==> config.mk <==
export PLATFORM = sky130hd
export DESIGN_NAME = rmc_top
export DESIGN_NICKNAME = d
export VERILOG_FILES = /design/src/rtl/rmc_rate_nco.v /design/src/rtl/rmc_gauss_fir.v /design/src/rtl/rmc_top.v
export VERILOG_INCLUDE_DIRS = /design/src /design/src/rtl
export SDC_FILE = /design/constraint.sdc
export NUM_CORES = 1
export LEC_CHECK = 0
export BUFFER_PORTS_ARGS = -buffer_cell sky130_fd_sc_hd__buf_2
export CAP_MARGIN = 10
export CORE_MARGIN = 2
export CORE_UTILIZATION = 59
export CTS_CLUSTER_SIZE = 30
export DETAILED_ROUTE_END_ITERATION = 10
export GPL_TIMING_DRIVEN = 0
export PLACE_DENSITY = 0.88
export SYNTH_ARGS = -nofsm -noshare
export SYNTH_HDL_FRONTEND = slang
export SYNTH_HIERARCHICAL = 1
export SYNTH_SLANG_ARGS = --single-unit
==> constraint.sdc <==
create_clock -name clk_in -period 5.92 [get_ports clk_in]
set_input_delay 0.592 -clock clk_in [delete_from_list [all_inputs] [get_ports clk_in]]
set_output_delay 0.592 -clock clk_in [all_outputs]
set_load 0.005 [all_outputs]
==> src/rtl/rmc_map.vh <==
/*
  Constants of the radio mode and configuration control block.
  Assumes a 50 MHz system clock; included by the design files only.
*/
`ifndef RMC_MAP_VH
`define RMC_MAP_VH

`define RMC_CLK_HZ        50000000
`define RMC_CLK_NS        20
`define RMC_PWRUP_NS      800000
`define RMC_PWRUP_CYC     (`RMC_PWRUP_NS / `RMC_CLK_NS)
`define RMC_SETTLE_NS     8900000
`define RMC_SETTLE_CYC    (`RMC_SETTLE_NS / `RMC_CLK_NS)
`define RMC_XTAL_HZ       11059200
`define RMC_BIT_HZ        76800
`define RMC_OVERSAMPLE    8
`define RMC_NCO_W         24
`define RMC_XTAL_INC      ((64'd11059200 * 64'h1000000) / 64'd50000000)
`define RMC_OVS_INC       ((64'd614400 * 64'h1000000) / 64'd50000000)

`define RMC_CFG_W         14
`define RMC_BAND_HI       13
`define RMC_BAND_LO       12
`define RMC_PWR_HI        11
`define RMC_PWR_LO        10
`define RMC_CHAN_HI       9
`define RMC_CHAN_LO       2
`define RMC_HCLK_HI       1
`define RMC_HCLK_LO       0
`define RMC_CFG_RESET     14'h1000
`define RMC_BAND_868      2'h1
`define RMC_PWR_MIN       2'h0

`define RMC_BASE_868      24'h847980
`define RMC_STEP_868      24'h000600
`define RMC_DEV_HZ        16'h59D8

`define RMC_ADDR_CFG      8'h00
`define RMC_ADDR_STATUS   8'h04
`define RMC_ADDR_CTRL     8'h08
`define RMC_CTRL_RESET    32'h00000001
`define RMC_SYNC_RESET    7'h02

`endif

==> src/rtl/rmc_rate_nco.v <==
/*
  Phase accumulator giving a one-cycle tick on each wrap and a square wave.
  Assumes the increment is stable while enabled; runs on the system clock.
*/
`timescale 1ns/1ps
`default_nettype none
module rmc_rate_nco #(
  parameter W = 24
) (
  input  wire         clk_in,
  input  wire         reset_n_in,
  input  wire         enable_in,
  input  wire [W-1:0] inc_in,
  output reg          tick_out,
  output wire         wave_out
);
  reg  [W-1:0] acc;
  wire [W:0]   next_acc;

  assign next_acc = {1'b0, acc} + {1'b0, inc_in};
  assign wave_out = acc[W-1];

  always @(posedge clk_in) begin
    if (!reset_n_in) begin
      acc      <= {W{1'b0}};
      tick_out <= 1'b0;
    end else if (enable_in) begin
      acc      <= next_acc[W-1:0];
      tick_out <= next_acc[W];
    end else begin
      acc      <= {W{1'b0}};
      tick_out <= 1'b0;
    end
  end
endmodule
`default_nettype wire

==> src/rtl/rmc_gauss_fir.v <==
/*
  Gaussian-shaped smoothing of oversampled transmit bits.
  Taps 1,1,2,4,4,2,1,1 sum to 16, so the level spans -16 to +16.
  Assumes shift_in is high for one cycle per oversample period.
*/
`timescale 1ns/1ps
`default_nettype none
module rmc_gauss_fir #(
  parameter TAPS = 8
) (
  input  wire              clk_in,
  input  wire              reset_n_in,
  input  wire              shift_in,
  input  wire              bit_in,
  output reg  signed [5:0] level_out
);
  localparam [4*TAPS-1:0] WEIGHTS = 32'h11244211;

  reg        [TAPS-1:0] hist;
  reg signed [5:0]      next_level;
  reg        [4:0]      w;
  integer               i;

  always @* begin
    next_level = 6'sh00;
    w          = 5'h00;
    for (i = 0; i < TAPS; i = i + 1) begin
      w = {1'b0, WEIGHTS[4*i +: 4]};
      if (hist[i])
        next_level = next_level + $signed({1'b0, w});
      else
        next_level = next_level - $signed({1'b0, w});
    end
  end

  always @(posedge clk_in) begin
    if (!reset_n_in) begin
      hist      <= {TAPS{1'b0}};
      level_out <= 6'sh00;
    end else if (shift_in) begin
      hist      <= {hist[TAPS-2:0], bit_in};
      level_out <= next_level;
    end
  end
endmodule
`default_nettype wire

==> src/rtl/rmc_top.v <==
/*
  Digital control face of the transceiver: mode pins, configuration word
  loaded serially or over AHB-Lite, shared data pin, host clock output and
  the Gaussian FSK frequency offset fed to the synthesiser.
  Assumes pins are asynchronous to clk_in; the receive chain supplies
  demodulated bits on clk_in; one AHB-Lite master drives the slave port.
*/
// Register access over AHB-Lite and the register offsets were left to the implementer.
`timescale 1ns/1ps
`default_nettype none
`include "rmc_map.vh"
module rmc_top #(
  parameter PWRUP_CYC  = `RMC_PWRUP_CYC,
  parameter SETTLE_CYC = `RMC_SETTLE_CYC
) (
  input  wire        clk_in,
  input  wire        reset_n_in,
  // AHB-Lite slave
  input  wire        hsel_in,
  input  wire [31:0] haddr_in,
  input  wire [1:0]  htrans_in,
  input  wire        hwrite_in,
  input  wire [2:0]  hsize_in,
  input  wire [31:0] hwdata_in,
  input  wire        hready_in,
  output wire [31:0] hrdata_out,
  output wire        hreadyout_out,
  output wire        hresp_out,
  // Mode pins
  input  wire        low_activity_select_in,
  input  wire        sleep_select_in,
  input  wire        transmit_select_in,
  // Serial configuration pins
  input  wire        cfg_select_in,
  input  wire        cfg_sck_in,
  input  wire        cfg_sdi_in,
  // Shared data pin
  input  wire        data_in,
  output reg         data_out,
  output wire        data_oe_n_out,
  // Host clock pin
  output reg         host_clk_out,
  // Receive chain and synthesiser side
  input  wire        demod_bit_in,
  output reg  [23:0] centre_freq_out,
  output reg  signed [15:0] freq_offset_out,
  output reg  [1:0]  pa_level_out,
  output reg         rx_enable_out,
  output reg         tx_enable_out,
  output reg         synth_retune_out
);
  localparam [3:0] MODE_SLEEP   = 4'h1;
  localparam [3:0] MODE_STANDBY = 4'h2;
  localparam [3:0] MODE_RX      = 4'h4;
  localparam [3:0] MODE_TX      = 4'h8;
  localparam       NW           = `RMC_NCO_W;
  localparam [63:0]   XTAL_INC_W = `RMC_XTAL_INC;
  localparam [63:0]   OVS_INC_W  = `RMC_OVS_INC;
  localparam [NW-1:0] XTAL_INC   = XTAL_INC_W[NW-1:0];
  localparam [NW-1:0] OVS_INC    = OVS_INC_W[NW-1:0];

  // Pin synchronisers: stage one feeds only stage two
  reg  [6:0] sync_a;
  reg  [6:0] sync_b;
  wire       low_act_s  = sync_b[0];
  wire       sleep_s    = sync_b[1];
  wire       txsel_s    = sync_b[2];
  wire       data_s     = sync_b[3];
  wire       cs_s       = sync_b[4];
  wire       sck_s      = sync_b[5];
  wire       sdi_s      = sync_b[6];

  always @(posedge clk_in) begin
    if (!reset_n_in) begin
      // Reset as if sleep were selected: no false receive mode before pins arrive
      sync_a <= `RMC_SYNC_RESET;
      sync_b <= `RMC_SYNC_RESET;
    end else begin
      sync_a <= {cfg_sdi_in, cfg_sck_in, cfg_select_in, data_in,
                 transmit_select_in, sleep_select_in, low_activity_select_in};
      sync_b <= sync_a;
    end
  end

  // Mode decode
  reg [3:0] mode;
  reg [3:0] next_mode;

  always @* begin
    if (sleep_s)
      next_mode = MODE_SLEEP;
    else if (low_act_s)
      next_mode = MODE_STANDBY;
    else if (txsel_s)
      next_mode = MODE_TX;
    else
      next_mode = MODE_RX;
  end

  always @(posedge clk_in) begin
    if (!reset_n_in)
      mode <= MODE_SLEEP;
    else
      mode <= next_mode;
  end

  // Configuration word, serial path
  reg [`RMC_CFG_W-1:0] cfg;
  reg [`RMC_CFG_W-1:0] shift;
  reg                  cs_d;
  reg                  sck_d;
  reg [31:0]           ctrl;
  wire                 serial_en   = ctrl[0];
  wire                 cs_fall     = cs_d & ~cs_s & serial_en;
  wire                 sck_rise    = sck_s & ~sck_d;

  always @(posedge clk_in) begin
    if (!reset_n_in) begin
      cs_d  <= 1'b0;
      sck_d <= 1'b0;
      shift <= `RMC_CFG_RESET;
    end else begin
      cs_d  <= cs_s;
      sck_d <= sck_s;
      if (cs_s && sck_rise && serial_en)
        shift <= {shift[`RMC_CFG_W-2:0], sdi_s};
    end
  end

  // AHB-Lite slave, zero wait states, always OKAY
  reg        ph_write;
  reg        ph_read;
  reg [7:0]  ph_addr;
  reg [31:0] rdata;
  wire       ahb_go  = hsel_in & htrans_in[1] & hready_in;
  wire       wr_cfg  = ph_write & (ph_addr == `RMC_ADDR_CFG);
  wire       wr_ctrl = ph_write & (ph_addr == `RMC_ADDR_CTRL);

  assign hreadyout_out = 1'b1;
  assign hresp_out     = 1'b0;
  assign hrdata_out    = rdata;

  always @(posedge clk_in) begin
    if (!reset_n_in) begin
      ph_write <= 1'b0;
      ph_read  <= 1'b0;
      ph_addr  <= 8'h00;
    end else begin
      ph_write <= ahb_go & hwrite_in;
      ph_read  <= ahb_go & ~hwrite_in;
      ph_addr  <= {haddr_in[7:2], 2'h0};
    end
  end

  // Timers: start-up of the host clock, synthesiser settling
  reg  [31:0] pwrup_cnt;
  reg         clk_ready;
  reg  [31:0] settle_cnt;
  reg         settled;
  wire        retune = cs_fall | wr_cfg;

  always @(posedge clk_in) begin
    if (!reset_n_in) begin
      cfg              <= `RMC_CFG_RESET;
      ctrl             <= `RMC_CTRL_RESET;
      synth_retune_out <= 1'b0;
    end else begin
      synth_retune_out <= retune;
      if (wr_cfg)
        cfg <= hwdata_in[`RMC_CFG_W-1:0];
      else if (cs_fall)
        cfg <= shift;
      if (wr_ctrl)
        ctrl <= {31'h00000000, hwdata_in[0]};
    end
  end

  // Host clock appears once the oscillator has run its start-up time
  always @(posedge clk_in) begin
    if (!reset_n_in) begin
      pwrup_cnt <= 32'h00000000;
      clk_ready <= 1'b0;
    end else if (!clk_ready) begin
      if (pwrup_cnt >= PWRUP_CYC - 1)
        clk_ready <= 1'b1;
      else
        pwrup_cnt <= pwrup_cnt + 32'h00000001;
    end
  end

  // Restarts on each retune; receive data is muted until it expires
  always @(posedge clk_in) begin
    if (!reset_n_in) begin
      settle_cnt <= 32'h00000000;
      settled    <= 1'b0;
    end else if (retune) begin
      settle_cnt <= 32'h00000000;
      settled    <= 1'b0;
    end else if (!settled) begin
      if (settle_cnt >= SETTLE_CYC - 1)
        settled <= 1'b1;
      else
        settle_cnt <= settle_cnt + 32'h00000001;
    end
  end

  // Host clock: crystal rate shifted down by the select field
  wire [1:0]    hclk_sel = cfg[`RMC_HCLK_HI:`RMC_HCLK_LO];
  wire [NW-1:0] hclk_inc = XTAL_INC >> hclk_sel;
  wire          hclk_wave;
  wire          hclk_run = clk_ready & (mode != MODE_SLEEP);

  rmc_rate_nco #(
    .W (NW)
  ) u_host_nco (
    .clk_in     (clk_in),
    .reset_n_in (reset_n_in),
    .enable_in  (hclk_run),
    .inc_in     (hclk_inc),
    .tick_out   (),
    .wave_out   (hclk_wave)
  );

  always @(posedge clk_in) begin
    if (!reset_n_in)
      host_clk_out <= 1'b0;
    else
      host_clk_out <= hclk_run & hclk_wave;
  end

  // Transmit bit path: oversampled at eight times the bit rate
  wire              ovs_tick;
  wire signed [5:0] level;
  wire              tx_on = (mode == MODE_TX);

  rmc_rate_nco #(
    .W (NW)
  ) u_ovs_nco (
    .clk_in     (clk_in),
    .reset_n_in (reset_n_in),
    .enable_in  (tx_on),
    .inc_in     (OVS_INC),
    .tick_out   (ovs_tick),
    .wave_out   ()
  );

  rmc_gauss_fir #(
    .TAPS (`RMC_OVERSAMPLE)
  ) u_fir (
    .clk_in     (clk_in),
    .reset_n_in (reset_n_in),
    .shift_in   (ovs_tick),
    .bit_in     (data_s),
    .level_out  (level)
  );

  // Level of +16 means full deviation above centre, -16 below
  wire signed [22:0] dev_prod = level * $signed({1'b0, `RMC_DEV_HZ});
  wire [1:0]         band     = cfg[`RMC_BAND_HI:`RMC_BAND_LO];
  wire [7:0]         channel  = cfg[`RMC_CHAN_HI:`RMC_CHAN_LO];
  wire               band_ok  = (band == `RMC_BAND_868);
  wire [23:0]        chan_step = channel * `RMC_STEP_868;

  always @(posedge clk_in) begin
    if (!reset_n_in) begin
      freq_offset_out <= 16'sh0000;
      centre_freq_out <= 24'h000000;
      pa_level_out    <= `RMC_PWR_MIN;
      rx_enable_out   <= 1'b0;
      tx_enable_out   <= 1'b0;
    end else begin
      freq_offset_out <= tx_on ? dev_prod[19:4] : 16'sh0000;
      centre_freq_out <= band_ok ? (`RMC_BASE_868 + chan_step) : 24'h000000;
      pa_level_out    <= cfg[`RMC_PWR_HI:`RMC_PWR_LO];
      rx_enable_out   <= (mode == MODE_RX);
      tx_enable_out   <= tx_on;
    end
  end

  // Data pin: driven only in receive mode, muted until the synthesiser settles
  assign data_oe_n_out = ~(mode == MODE_RX);

  always @(posedge clk_in) begin
    if (!reset_n_in)
      data_out <= 1'b0;
    else
      data_out <= (mode == MODE_RX) & settled & demod_bit_in;
  end

  // Register read mux; status shows mode, readiness and band validity
  always @(posedge clk_in) begin
    if (!reset_n_in)
      rdata <= 32'h00000000;
    else if (ahb_go && !hwrite_in) begin
      case ({haddr_in[7:2], 2'h0})
        `RMC_ADDR_CFG:    rdata <= {18'h00000, cfg};
        `RMC_ADDR_STATUS: rdata <= {25'h0000000, band_ok, settled, clk_ready, mode};
        `RMC_ADDR_CTRL:   rdata <= ctrl;
        default:          rdata <= 32'h00000000;
      endcase
    end
  end
endmodule
`default_nettype wire

==> results_dict.tcl <==
set metrics [dict create \
    drc 0 \
    min_period_ns 4.76 \
    rr_startpoint "u_fir/hist[0]" \
    peakVddDrop_uv 223 \
    cts_setup_buffers 0 \
    first_pass_iters 6 \
    rrSetupSlack_ns 1.16 \
    avgSynthCellArea_sq_um 8.94 \
    r2r_cells 19 \
    mostFrequentLayoutCell "dfxtp_1" \
    cts_tree "yes" \
    design.core.area_sq_um 21800 \
    clock-root-buffer "clkbuf_16" \
    rows 54 \
    skew_ns 0.0127 \
    ant_nets 0 \
    worstSetupPathType "reg -> reg" \
    io_buffers 84 \
    first_global_vias 10500 \
    worstHoldPathCells 2 \
    syn_area_sq_um 13100 \
    n_antenna_cell 0 \
    r2r-end "u_fir/level_out[5]" \
    drv_slew 0 \
    power_density_nw_per_um2 219 \
    nets 1873 \
    setup_viol 0 \
    cellLeakagePower_nw 6.64 \
    fmax_mhz 210 \
    htree_levels 1 \
    synth_cells 1470 \
    crit_path_start_kind "flop" \
    relSlewSlack 0.250 \
    yosys_warnings 6 \
    post-route-period-util 0.803 \
    post_drt_via_cell_ratio 5.61 \
    holdPathEnd "sync_a[1]" \
    routabilityCongestion 0.924 \
    arrival_ns 5.15 \
    dpl.hpwl_mm 21.9 \
    clock_path_buffers 3 \
    hold_viol 0 \
    grt_use_total 0.248 \
    ioPinCount 164 \
    wl_per_cell_microns 15.1 \
    status "completed" \
    grt_max_degree 16 \
    cts.sinks 233 \
    worstSetupEndpointType "flop" \
    gr-total-overflow 0 \
    hp-class "in -> reg" \
    rsz0062_at_grt "false" \
    postCtsResizedCells 0 \
    grt_pass1_wl_mm 49.1 \
    setup_tns_ns 0 \
    grt_antenna_before_repair 0 \
    cts_buffers 25 \
    cp.required_ns 6.31 \
    clk_latency_ns 0.54 \
    wl_mm 29.4 \
    dieArea_sq_um 23500 \
    tightest_slew_ns 1.12 \
    clk_pin_slew_ns 0.06 \
    drt_iter0_drc 662 \
    worstHoldStart "sleep_select_in" \
    cts_hold_buf 0 \
    mostFrequentLayoutCells "dfxtp_1 (233), ha_1 (128), nand2_1 (125), nor2_1 (120), buf_2 (90)" \
    fp.dieW_microns 153 \
    vias 10900 \
    holdWs_ns 0.238 \
    fp.dieH_microns 153 \
    synthToLayoutAreaGrowth_pct 13.9 \
    crit_fanout 5 \
    max_cap_viol_count 0 \
    start_util 0.602 \
    drive_gt1_frac 0.119 \
]
-- metrics by stage --
stage          instance area (sq um)  setup WS, ns  cells  total power [W]   util
2_1_floorplan                  13400          1.63   1530          0.00173      -
3_3_place_gp                   14100          1.34   1894          0.00177  0.648
3_5_place_dp                   14200          1.18   1895          0.00177  0.648
4_1_cts                        15000          1.15   1941          0.00330  0.686
5_1_grt                        15000         0.926   1941          0.00338  0.686
6_report                       15000          1.16   1941          0.00328  0.686
-- registers in the layout, summed over array words and instances, names as in the netlist, 2 cells and up --
signal           cells
u_fir/level_out      5
u_host_nco/acc      24
pa_level_out         2
pwrup_cnt           32
sync_a               7
freq_offset_out     16
cfg                 14
u_ovs_nco/acc       24
sync_b               7
ph_addr              6
hrdata_out          14
u_fir/hist           8
mode                 4
settle_cnt          32
shift               14
centre_freq_out     12
-- report_power, final --
group	total, W	internal (W)	switching (W)
logic	0.000150	0.0000629	0.0000869
registers	0.00159	0.00158	0.00000764
clock network	0.00154	0.000894	0.000650
total	0.00328	0.00254	0.000745
-- how the worst max path moves through the flow --
stage / startpoint / cells after the start / slack [ns] / end
after global placement: u_fir/hist[0] / 19 / 1.34 / u_fir/level_out[5]
after global routing: u_fir/hist[0] / 19 / 0.93 / u_fir/level_out[5]
final: u_fir/hist[0] / 19 / 1.16 / u_fir/level_out[5]
after floorplan: u_fir/hist[0] / 19 / 1.63 / u_fir/level_out[5]
after detailed placement: u_fir/hist[0] / 19 / 1.18 / u_fir/level_out[5]
after CTS: u_fir/hist[1] / 19 / 1.15 / u_fir/level_out[5]
-- area by class of cell --
cell class              count  area (sq um)
fillers                  1665          6850
clock buffers              35           713
clock inverters            11           108
inverters                  78           293
flip-flops and latches    233          4660
multi-input cells        1140          7980
repair buffers             85           428
well taps                 280           350
plain buffers              79           434
-- layer usage --
layer  global-route usage  routed length, microns  up-vias
li1                     -                       -     5388
met1                0.308                   12600     5084
met2                0.427                   14000      331
met3               0.0354                    1580       94
met4                0.108                    1190        0
met5                    0                       0        -
-- worst max-delay path: stages, from the launching register on --
cell	delay (ns)
dfxtp_1	0.38
inv_1	0.07
ha_1	0.39
inv_1	0.11
fa_1	0.61
inv_1	0.10
fa_1	0.39
xnor2_1	0.18
ha_1	0.27
xor2_1	0.17
ha_1	0.32
xnor2_1	0.14
ha_1	0.30
xnor2_1	0.20
ha_1	0.30
a21oi_1	0.14
o21ai_1	0.11
xnor2_1	0.20
xnor2_1	0.15
a21oi_1	0.08
Power figures use the tool's default switching activity.
